## config.mk

```make
export PLATFORM = sky130hd
export DESIGN_NAME = cascade_channel_sync
export DESIGN_NICKNAME = d
export VERILOG_FILES = /design/src/logic/cascade_sync_pkg.sv /design/src/logic/cascade_channel_sync.sv
export VERILOG_INCLUDE_DIRS = /design/src /design/src/logic
export SDC_FILE = /design/constraint.sdc
export NUM_CORES = 1
export LEC_CHECK = 0
export BUFFER_PORTS_ARGS = -buffer_cell sky130_fd_sc_hd__buf_2
export CORE_ASPECT_RATIO = 0.7
export CORE_MARGIN = 2
export CORE_UTILIZATION = 50
export CTS_CLUSTER_SIZE = 30
export DETAILED_ROUTE_END_ITERATION = 8
export GPL_TIMING_DRIVEN = 0
export PLACE_DENSITY = 0.77
export SLEW_MARGIN = 10
export SYNTH_ARGS = -nofsm -noshare
export SYNTH_HDL_FRONTEND = slang
export SYNTH_SLANG_ARGS = --single-unit
```

## constraint.sdc

```tcl
create_clock -name clk -period 4.1 [get_ports clk]
set_clock_uncertainty 0.15 [all_clocks]
set_input_delay 0.82 -clock clk [delete_from_list [all_inputs] [get_ports clk]]
set_output_delay 0.82 -clock clk [all_outputs]
set_load 0.05 [all_outputs]
```

## src/logic/cascade_sync_regs.svh

```systemverilog
/*
  register offsets, field positions, reset values and clock figures of the cascade
  channel synchronizer; assumes a 32-bit AXI4-Lite register window, one word each.
*/
`ifndef CASCADE_SYNC_REGS_SVH
`define CASCADE_SYNC_REGS_SVH
// ----------------------------------------
// register map
// ----------------------------------------
`define MODE_REGISTER_OFFSET 12'h000
`define STATUS_OFFSET 12'h004
`define MASK_OFFSET 12'h008
`define STATE_OFFSET 12'h00c
`define CASCADE_ENABLE_BIT 0
`define SYNC_ERROR_BIT 0
`define BUFFER_SLIP_BIT 1
`define MODE_REGISTER_RESET 32'h0000_0000
`define MASK_RESET 32'h0000_0000
// ----------------------------------------
// clocks
// ----------------------------------------
`define SYS_CLK_MHZ 200
`define BYTE_CLK_KHZ 12500
`endif

```

## src/logic/cascade_sync_pkg.sv

```systemverilog
/*
  types of the cascade channel synchronizer; assumes nothing beyond the header.
*/
package cascade_sync_pkg;
  typedef enum logic [4:0] {
    ST_IDLE = 5'b00001,
    ST_ARMED = 5'b00010,
    ST_WAIT1 = 5'b00100,
    ST_WAIT2 = 5'b01000,
    ST_DATA = 5'b10000
  } sync_state_t;
  typedef logic [1:0] axi_resp_t;
  localparam axi_resp_t RESP_OKAY = 2'b00;
  localparam axi_resp_t RESP_SLVERR = 2'b10;
endpackage

```

## src/logic/cascade_channel_sync.sv

```systemverilog
/*
  receive-side cascade synchronizer of one channel: aligns its byte stream to the
  group by the ready / aligned lines and delivers pairs to the host receive port.
  assumes byte clock, symbol pins and aligned line come from outside clk's domain
  and that the byte clock is far slower than clk.
*/
// Design decisions made here: the register offsets and the AXI4-Lite register port.
`timescale 1ns/1ps
`include "cascade_sync_regs.svh"
module cascade_channel_sync #(
  parameter int EB_DEPTH = 4
) (
  input wire logic clk,
  input wire logic reset,
  input wire logic s_axi_awvalid,
  output logic s_axi_awready,
  input wire logic [11:0] s_axi_awaddr,
  input wire logic s_axi_wvalid,
  output logic s_axi_wready,
  input wire logic [31:0] s_axi_wdata,
  input wire logic [3:0] s_axi_wstrb,
  output logic s_axi_bvalid,
  input wire logic s_axi_bready,
  output cascade_sync_pkg::axi_resp_t s_axi_bresp,
  input wire logic s_axi_arvalid,
  output logic s_axi_arready,
  input wire logic [11:0] s_axi_araddr,
  output logic s_axi_rvalid,
  input wire logic s_axi_rready,
  output logic [31:0] s_axi_rdata,
  output cascade_sync_pkg::axi_resp_t s_axi_rresp,
  input wire logic local_byte_clk,
  input wire logic [7:0] line_symbol_input,
  input wire logic line_jk_input,
  input wire logic line_end_input,
  input wire logic all_aligned_input,
  output logic cascade_ready_line_out,
  output logic cascade_ready_line_oe,
  output logic [7:0] host_pair_data,
  output logic host_pair_jk,
  output logic host_pair_valid,
  output logic irq
);
  import cascade_sync_pkg::*;
  localparam int PW = $clog2(EB_DEPTH);
  generate
    if (EB_DEPTH < 4 || (EB_DEPTH & (EB_DEPTH - 1)) != 0) begin : g_chk
      $error("EB_DEPTH must be a power of two of at least 4");
    end
  endgenerate
  // ----------------------------------------
  // pin synchronizers
  // ----------------------------------------
  logic [2:0] lbc_q, aln_q, jk_q, end_q;
  logic [7:0] sym0_q, sym1_q, sym2_q;
  logic lbc_lvl_q, aln_lvl_q;
  logic rise, fall;
  always_ff @(posedge clk) begin
    lbc_q <= {lbc_q[1:0], local_byte_clk};
    aln_q <= {aln_q[1:0], all_aligned_input};
    jk_q <= {jk_q[1:0], line_jk_input};
    end_q <= {end_q[1:0], line_end_input};
    sym0_q <= line_symbol_input;
    sym1_q <= sym0_q;
    sym2_q <= sym1_q;
  end
  // a change counts only once the last two stages agree; glitches are dropped
  assign rise = (lbc_q[1] == lbc_q[2]) && lbc_q[2] && !lbc_lvl_q;
  assign fall = (lbc_q[1] == lbc_q[2]) && !lbc_q[2] && lbc_lvl_q;
  always_ff @(posedge clk) begin
    if (reset) begin
      lbc_lvl_q <= 1'b0;
      aln_lvl_q <= 1'b0;
    end else begin
      if (lbc_q[1] == lbc_q[2]) lbc_lvl_q <= lbc_q[2];
      if (aln_q[1] == aln_q[2]) aln_lvl_q <= aln_q[2];
    end
  end
  // ----------------------------------------
  // registers
  // ----------------------------------------
  logic [31:0] mode_q, mask_q;
  logic [1:0] status_q;
  logic cascade_en;
  logic err_set, slip_set;
  logic aw_got_q, w_got_q;
  logic [11:0] awaddr_q;
  logic [31:0] wdata_q;
  logic wr_go;
  logic [1:0] w1c;
  assign cascade_en = mode_q[`CASCADE_ENABLE_BIT];
  assign wr_go = aw_got_q && w_got_q && !s_axi_bvalid;
  assign w1c = (wr_go && awaddr_q == `STATUS_OFFSET) ? wdata_q[1:0] : 2'b00;
  always_ff @(posedge clk) begin
    if (reset) begin
      aw_got_q <= 1'b0;
      w_got_q <= 1'b0;
      awaddr_q <= 12'h000;
      wdata_q <= 32'h0000_0000;
      s_axi_bvalid <= 1'b0;
      s_axi_bresp <= RESP_OKAY;
    end else begin
      if (s_axi_awvalid && s_axi_awready) begin
        aw_got_q <= 1'b1;
        awaddr_q <= s_axi_awaddr;
      end
      if (s_axi_wvalid && s_axi_wready) begin
        w_got_q <= 1'b1;
        wdata_q <= s_axi_wstrb[0] ? s_axi_wdata : 32'h0000_0000;
      end
      if (wr_go) begin
        aw_got_q <= 1'b0;
        w_got_q <= 1'b0;
        s_axi_bvalid <= 1'b1;
        s_axi_bresp <= (awaddr_q > `STATE_OFFSET || awaddr_q[1:0] != 2'b00) ?
                       RESP_SLVERR : RESP_OKAY;
      end else if (s_axi_bready) begin
        s_axi_bvalid <= 1'b0;
      end
    end
  end
  always_ff @(posedge clk) begin
    s_axi_awready <= !reset && !aw_got_q && !(s_axi_awvalid && s_axi_awready);
    s_axi_wready <= !reset && !w_got_q && !(s_axi_wvalid && s_axi_wready);
    s_axi_arready <= !reset && !s_axi_rvalid && !(s_axi_arvalid && s_axi_arready);
  end
  // only the low byte lane holds fields, so only wstrb[0] is honoured
  always_ff @(posedge clk) begin
    if (reset) begin
      mode_q <= `MODE_REGISTER_RESET;
      mask_q <= `MASK_RESET;
    end else if (wr_go && awaddr_q == `MODE_REGISTER_OFFSET) begin
      mode_q <= {31'h0000_0000, wdata_q[`CASCADE_ENABLE_BIT]};
    end else if (wr_go && awaddr_q == `MASK_OFFSET) begin
      mask_q <= {30'h0000_0000, wdata_q[1:0]};
    end
  end
  // set beats clear so an error in the clearing cycle is kept
  always_ff @(posedge clk) begin
    if (reset) begin
      status_q <= 2'b00;
      irq <= 1'b0;
    end else begin
      status_q <= (status_q & ~w1c) | {slip_set, err_set};
      irq <= |(status_q & mask_q[1:0]);
    end
  end
  // ----------------------------------------
  // alignment state machine
  // ----------------------------------------
  sync_state_t state_q;
  logic released_q, jk2_q;
  logic [8:0] eb_mem [EB_DEPTH];
  logic [PW-1:0] wr_ptr_q, rd_ptr_q;
  logic [8:0] eb_head;
  assign eb_head = eb_mem[rd_ptr_q];
  assign err_set = cascade_en && state_q == ST_WAIT2 && fall && !aln_lvl_q;
  assign slip_set = rise && state_q != ST_IDLE && (wr_ptr_q + PW'(1)) == rd_ptr_q;
  always_ff @(posedge clk) begin
    if (reset || !cascade_en) begin
      state_q <= ST_IDLE;
      released_q <= 1'b0;
      jk2_q <= 1'b0;
    end else begin
      case (state_q)
        ST_IDLE: begin
          released_q <= 1'b0;
          jk2_q <= 1'b0;
          if (rise && jk_q[2]) state_q <= ST_ARMED;
        end
        ST_ARMED: begin
          if (fall) begin
            released_q <= 1'b1;
            state_q <= ST_WAIT1;
          end
        end
        ST_WAIT1: begin
          if (fall && aln_lvl_q) state_q <= ST_DATA;
          else if (fall) begin
            state_q <= ST_WAIT2;
            jk2_q <= 1'b1;
          end
        end
        ST_WAIT2: begin
          if (fall) state_q <= ST_DATA;
        end
        ST_DATA: begin
          if (rise && eb_head[8]) state_q <= ST_IDLE;
        end
        default: state_q <= ST_IDLE;
      endcase
    end
  end
  // the buffer soaks up the bytes that arrive while the group is still aligning
  always_ff @(posedge clk) begin
    if (reset) begin
      wr_ptr_q <= '0;
      rd_ptr_q <= '0;
    end else if (rise && state_q == ST_IDLE) begin
      wr_ptr_q <= '0;
      rd_ptr_q <= '0;
    end else if (rise) begin
      eb_mem[wr_ptr_q] <= {end_q[2], sym2_q};
      wr_ptr_q <= wr_ptr_q + PW'(1);
      if (state_q == ST_DATA) rd_ptr_q <= rd_ptr_q + PW'(1);
    end
  end
  // ----------------------------------------
  // host receive port and ready line
  // ----------------------------------------
  always_ff @(posedge clk) begin
    if (reset) begin
      host_pair_data <= 8'h00;
      host_pair_jk <= 1'b0;
      host_pair_valid <= 1'b0;
    end else if (rise) begin
      if (!cascade_en || state_q == ST_IDLE) begin
        host_pair_data <= sym2_q;
        host_pair_jk <= jk_q[2];
        host_pair_valid <= 1'b1;
      end else if (state_q == ST_DATA) begin
        host_pair_data <= eb_head[7:0];
        host_pair_jk <= 1'b0;
        host_pair_valid <= 1'b1;
      end else begin
        host_pair_data <= 8'h00;
        host_pair_jk <= jk2_q;
        host_pair_valid <= jk2_q;
      end
    end
  end
  // open drain: the pin is pulled low while held, let go when released
  always_ff @(posedge clk) begin
    if (reset) begin
      cascade_ready_line_out <= 1'b0;
      cascade_ready_line_oe <= 1'b1;
    end else begin
      cascade_ready_line_out <= 1'b0;
      cascade_ready_line_oe <= !released_q;
    end
  end
  // ----------------------------------------
  // readback
  // ----------------------------------------
  always_ff @(posedge clk) begin
    if (reset) begin
      s_axi_rvalid <= 1'b0;
      s_axi_rdata <= 32'h0000_0000;
      s_axi_rresp <= RESP_OKAY;
    end else if (s_axi_arvalid && s_axi_arready) begin
      s_axi_rvalid <= 1'b1;
      s_axi_rresp <= RESP_OKAY;
      case (s_axi_araddr)
        `MODE_REGISTER_OFFSET: s_axi_rdata <= mode_q;
        `STATUS_OFFSET: s_axi_rdata <= {30'h0000_0000, status_q};
        `MASK_OFFSET: s_axi_rdata <= mask_q;
        `STATE_OFFSET: s_axi_rdata <= {25'h0000000, aln_lvl_q, released_q, state_q};
        default: begin
          s_axi_rdata <= 32'h0000_0000;
          s_axi_rresp <= RESP_SLVERR;
        end
      endcase
    end else if (s_axi_rready) begin
      s_axi_rvalid <= 1'b0;
    end
  end
endmodule

```

# == Yosys cells after proc, flatten, opt, wreduce, memory -nomap -nowiden ==
# Memory sizes are Yosys's and may differ from the RTL's. A register that Yosys moved wholly into a read port is not among the register bits.
# Index checks and enable logic that the tools add are counted.
# W data, S select, Z words.
# totals
output_inout_bits,54
latch_bits,0
ramBits,36
in_bits,79
elab_cells,155
mem_count,1
mem_bits_ro,0
ff_bits,123
# classes
reduce_logical,59
n_mux,32
n_mul,0
bitwise_logic,5
n_shift,0
add_sub_neg,2
n_eq_ne,21
magnitude_cmp,1
div_mod_pow,0
# memory_table
name,words,width,read_ports,rd_clocked_by_memory_dff,wr,line_no,rtl
eb_mem,4,9,1,1,1,cascade_channel_sync.sv:153,logic [8:0] eb_mem [EB_DEPTH];
# ops
cell,n
$eq A12 B4 Y1 const B,3
$mux W5,6
$pmux W7 S4,1
$logic_and A1 B1 Y1,27
$pmux W5 S5,1
$eq A12 B3 Y1 const B,2
$logic_not A12 Y1,2
$mux W8,2
$mux W1,14
$logic_not A1 Y1,13
$gt A12 B4 Y1 const B,1
$mux W2,6
$ne A2 B2 Y1 const B,6
$reduce_bool A2 Y1,5
$reduce_and A2 Y1,3
$reduce_or A2 Y1,3
$eq A5 B1 Y1 const B,1
$eq A5 B2 Y1 const B,1
$eq A5 B3 Y1 const B,1
$eq A5 B4 Y1 const B,1
$eq A5 B5 Y1 const B,1
$ne A5 B1 Y1 const B,1
$reduce_and A5 Y1,1
$add A2 B1 Y2 const B,2
11 further kinds,16

# == Logic depth before layout (Yosys ltp) ==
# depth
word_depth,7
ltp_mapped,6
mapped_depth_nobuf,6

# == Least setup slack after synthesis ==
# Ideal clock, no wire load.
# synth_path
path_kind,input to register
start,input port s_axi_araddr[4]
end,register s_axi_rdata[2]
path_stages,4
required_time_ns,3.884
n_path_buf,0
setup_slack_ns,1.895
arrival_ns,1.989
path_cell_list,or4_1 > nor4_2 > a22oi_1 > nor2_1
# synth_between
elab_chain_len,2
word_cells_on_any_way,5
# synth_lines
element,line_no,rtl
start: declaration,cascade_channel_sync.sv:27,"input wire logic [11:0] s_axi_araddr,"
$eq A12 B4 Y1 (tied with other cells),cascade_channel_sync.sv:253,case (s_axi_araddr)
$pmux W7 S4 (*),cascade_channel_sync.sv:253,
end signal: assignment,cascade_channel_sync.sv:254,`MODE_REGISTER_OFFSET: s_axi_rdata <= mode_q;
end signal: assignment,cascade_channel_sync.sv:255,"`STATUS_OFFSET: s_axi_rdata <= {30'h0000_0000, status_q};"
end signal: assignment,cascade_channel_sync.sv:256,`MASK_OFFSET: s_axi_rdata <= mask_q;
end: declaration,cascade_channel_sync.sv:30,"output logic [31:0] s_axi_rdata,"
# Mark *: on every way between the ends. The rest lies on a longest branch, timed or not.
# A chain may end at the register's enable or synchronous reset.

# == Worst setup path after layout ==
# layout_path
start,register state_q[3]
end,memory eb_mem[0][6] (enable)
# layout_between
elab_chain_len,5
# layout_lines
element,line_no,rtl
start: declaration,cascade_channel_sync.sv:151,sync_state_t state_q;
start signal: assignment,cascade_channel_sync.sv:161,state_q <= ST_IDLE;
start signal: assignment,cascade_channel_sync.sv:169,if (rise && jk_q[2]) state_q <= ST_ARMED;
start signal: assignment,cascade_channel_sync.sv:174,state_q <= ST_WAIT1;
$eq A5 B1 Y1,cascade_channel_sync.sv:199,end else if (rise && state_q == ST_IDLE) begin
$logic_and A1 B1 Y1,cascade_channel_sync.sv:199,
$mux W1,cascade_channel_sync.sv:199,
$mux W1,cascade_channel_sync.sv:196,if (reset) begin
$mux W1 (not written as such),cascade_channel_sync.sv:203,"eb_mem[wr_ptr_q] <= {end_q[2], sym2_q};"
end: declaration,cascade_channel_sync.sv:153,
# Every way passes these cells.

==> qor.csv <==
stage;metric;value;unit
worst_setup_path;R2R depth;5;
layout;Area Growth Syn to Fin;25.0;%
clock_tree;CTS Buf Count;17;
sta;period utilization;58.0;%
synth;number of synthesized flops with an enable pin;36;
floorplanning;core area;0.00961;mm^2
clock_tree;Root Buffer;clkbuf_16;
sta;Final Max Slew Viols;0;
synth;Yosys reg bits;134;
clock_tree;number of clock sinks;134;
drt;drt via density;5.12;
synth;Ys Warns;0;
clock_tree;H-tree Lvls;4;
worst_setup_path;CP peak stage delay;530;ps
synth;syn_area_per_cell;11.6;um^2
clock_tree;Post-CTS Hold Buffers;0;
power;PD cells;516;mW/mm^2
global_routing;global-route wire length before repair;15700;um
placed_design;IO buf count;71;
synth;Seq/Total Area, Yosys;62.0;%
layout;sequential cell area;0.00304;mm^2
run_status;outcome;finished clean;
worst_setup_path;Worst setup EP type;register;
floorplanning;Die Y;86.9;um
sta;RSZ-0062 raised after global routing;no;
worst_setup_path;crit path to;eb_mem[0][6];
placed_design;detailed placement HPWL;6800;um
worst_setup_path;reg2reg start;state_q[3];
drt;drt pass-1 iters;5;
layout;nets@finish;625;
power;Tot Pwr;3160;uW
worst_setup_path;reg2reg setup slack;1720;ps
placed_design;Placed Cells;649;
worst_setup_path;WP data required;4000;ps
power;Pint;2410;uW
floorplanning;row count;30;
sta;Tightest Pin Transition;749;ps
worst_setup_path;slowest CP cell;and2_1;
layout;fillers;745;
drt;final wirelength;9970;um
synth;post-synth cell types;48;
sta;fmax;420;MHz
drt;vias;3488;
layout;Non-Filler Instances;681;
layout;footprint of the multi-input gates;0.00164;mm^2
power;VDD IR max;0.331;mV
clock_tree;Worst-path clk slew;50;ps
floorplanning;DIE WIDTH;122;um
worst_setup_path;reg-to-reg endpoint;eb_mem[0][6];
global_routing;vias in the first global route;3246;
synth;most frequent cells after synthesis;dfxtp_1, nand2_1, edfxtp_1;
sta;final setup fails;0;
worst_setup_path;Critical Path Source;state_q[3];
worst_setup_path;crit-path max FO;10;
floorplanning;Initial Util;51.1;%
power;Clock Power Share;48.0;%
run;max cap viols;0;
synth;ys flop type;dfxtp_1;
power;Pleak;0.00250;uW
sta;slack of the critical path;1720;ps
floorplanning;die area;0.0106;mm^2
drt;DR DRC count;0;
synth;Yosys top cell by area;dfxtp_1;
power;switching pwr;754;uW
global_routing;GR Util All Layers;19.9;%
synth;Synth Instances;423;
sta;Final min period;2380;ps
global_routing;initial antenna violation count;0;
placed_design;setup slack at placement;1590;ps
sta;Final TNS setup;0;ps
drt;drt first-iter violations;287;
hold_path;Hold Path Class;register to register;
layout;fin util;63.9;%
power;sequential power share;44.9;%
layout;number of diodes;0;
clock_tree;setup bufs post-CTS;0;
floorplanning;io pins;133;
worst_setup_path;crit path DAT;2280;ps
clock_tree;CTS tree;yes;
worst_setup_path;CP Cell Sequence;clkbuf_1, or3_1, nor2_1, nor3_1, and2_1;
synth;Yosys top cell area share;40.0;%
synth;Post-synth ARST share;0;%
clock_tree;Clock Latency Late Sink;410;ps
worst_setup_path;WS Path Type;register to register;
synth;Area contributors post-synth;dfxtp_1, edfxtp_1, buf_4;
global_routing;total congestion overflow;0;
clock_tree;clk buf depth;2;
sta;Final Hold Vio Count;0;
placed_design;Final GP Congestion;0.834;
synth;Syn Std Cell Area;0.00491;mm^2
worst_setup_path;kind of start point of the critical path;register;
clock_tree;number of gates resized after cts;0;
global_routing;largest net degree at the start of global routing;17;
sta;Slew HR;50.1;%
synth;most frequent cell after synthesis;dfxtp_1;
power;share of power burned in combinational logic;7.1;%
power;Net Sw Frac;23.8;%
drt;DRT antenna net count;0;
layout;share of cells above drive strength 1;25.3;%
drt;Avg WL per Cell;14.6;um
[area by class of cell]
cell class              instances  share of cell area, %
plain buffers                  47                   4.73
clock buffers                  21                   8.20
clock inverters                11                   1.73
inverters                      10                  0.612
multi-input cells             259                   26.7
flip-flops and latches        134                   49.6
well taps                     128                   2.61
repair buffers                 71                   5.79
[sequential cells by signal (all words and copies together) (netlist names), 3 cells and up, named ones only]
register	cells
awaddr_q	12
jk_q	3
eb_mem	36
host_pair_data	8
sym0_q	8
s_axi_rdata	7
state_q	5
end_q	3
lbc_q	3
sym2_q	8
aln_q	3
sym1_q	8
[worst min path at each step]
stage	startpoint	cells past startpoint	end	slack [ps]
finish	sym0_q[6]	0	sym1_q[6]	170
detailed placement	sym0_q[6]	0	sym1_q[6]	160
global placement	sym0_q[2]	0	sym1_q[2]	160
global route	sym1_q[7]	0	sym2_q[7]	180
floorplan	aln_q[0]	0	aln_q[1]	160
CTS	sym0_q[6]	0	sym1_q[6]	180
[worst max-delay path, delay by kind of cell (launching register included)]
kind                   cells  cell delay [ps]
and+or+nand+nor            4             1210
DFF                        1              300
buffers and inverters      1              350
[kinds of logic after synthesis]
logic type | synth area share [%]
XOR/XNOR | 0.535
AND/OR/NAND/NOR | 14.2
multiplexers | 6.47
adder cells (fa/ha/maj) | 1.53
buffers and inverters | 6.68
AO/OA/AOI/OAI | 8.49
flip-flops | 62.0
other | 0.0764
[power by group through the flow]
| stage | Clock, uW | Sequential, uW | Combinational [uW] |
|---|---|---|---|
| CTS | 1540 | 1420 | 224 |
| global placement | 0 | 1450 | 219 |
| global route | 1600 | 1430 | 239 |
| finish | 1520 | 1420 | 224 |
| detailed placement | 0 | 1450 | 222 |
| floorplan | 0 | 1480 | 130 |
[placed cells by master (no fill, tap or decap), types with 19 or more instances in the layout]
master     count
a21oi_1       25
clkbuf_16     19
buf_2         72
dfxtp_1       98
edfxtp_1      36
nor3_1        20
nor2_1        27
conb_1        28
nand2_1       42
buf_4         28
[metal layers]
metal	GRT usage [%]	vias up	share of wire (%)
met5	0	-	0
met4	8.05	0	1.2
met3	6.61	9	7.4
met2	30.1	139	47
met1	26.6	1635	44
li1	-	1705	-
[stage by stage]
| stage | instance area [um^2] | hold WS, ps |
|---|---|---|
| final | 6140 | 174 |
| after global routing | 6140 | 180 |
| after CTS | 6140 | 175 |
| after detailed placement | 5530 | 162 |
| after global placement | 5530 | 160 |
| after floorplan | 5010 | 160 |
Note: power is estimated with default switching activity, not from simulation.
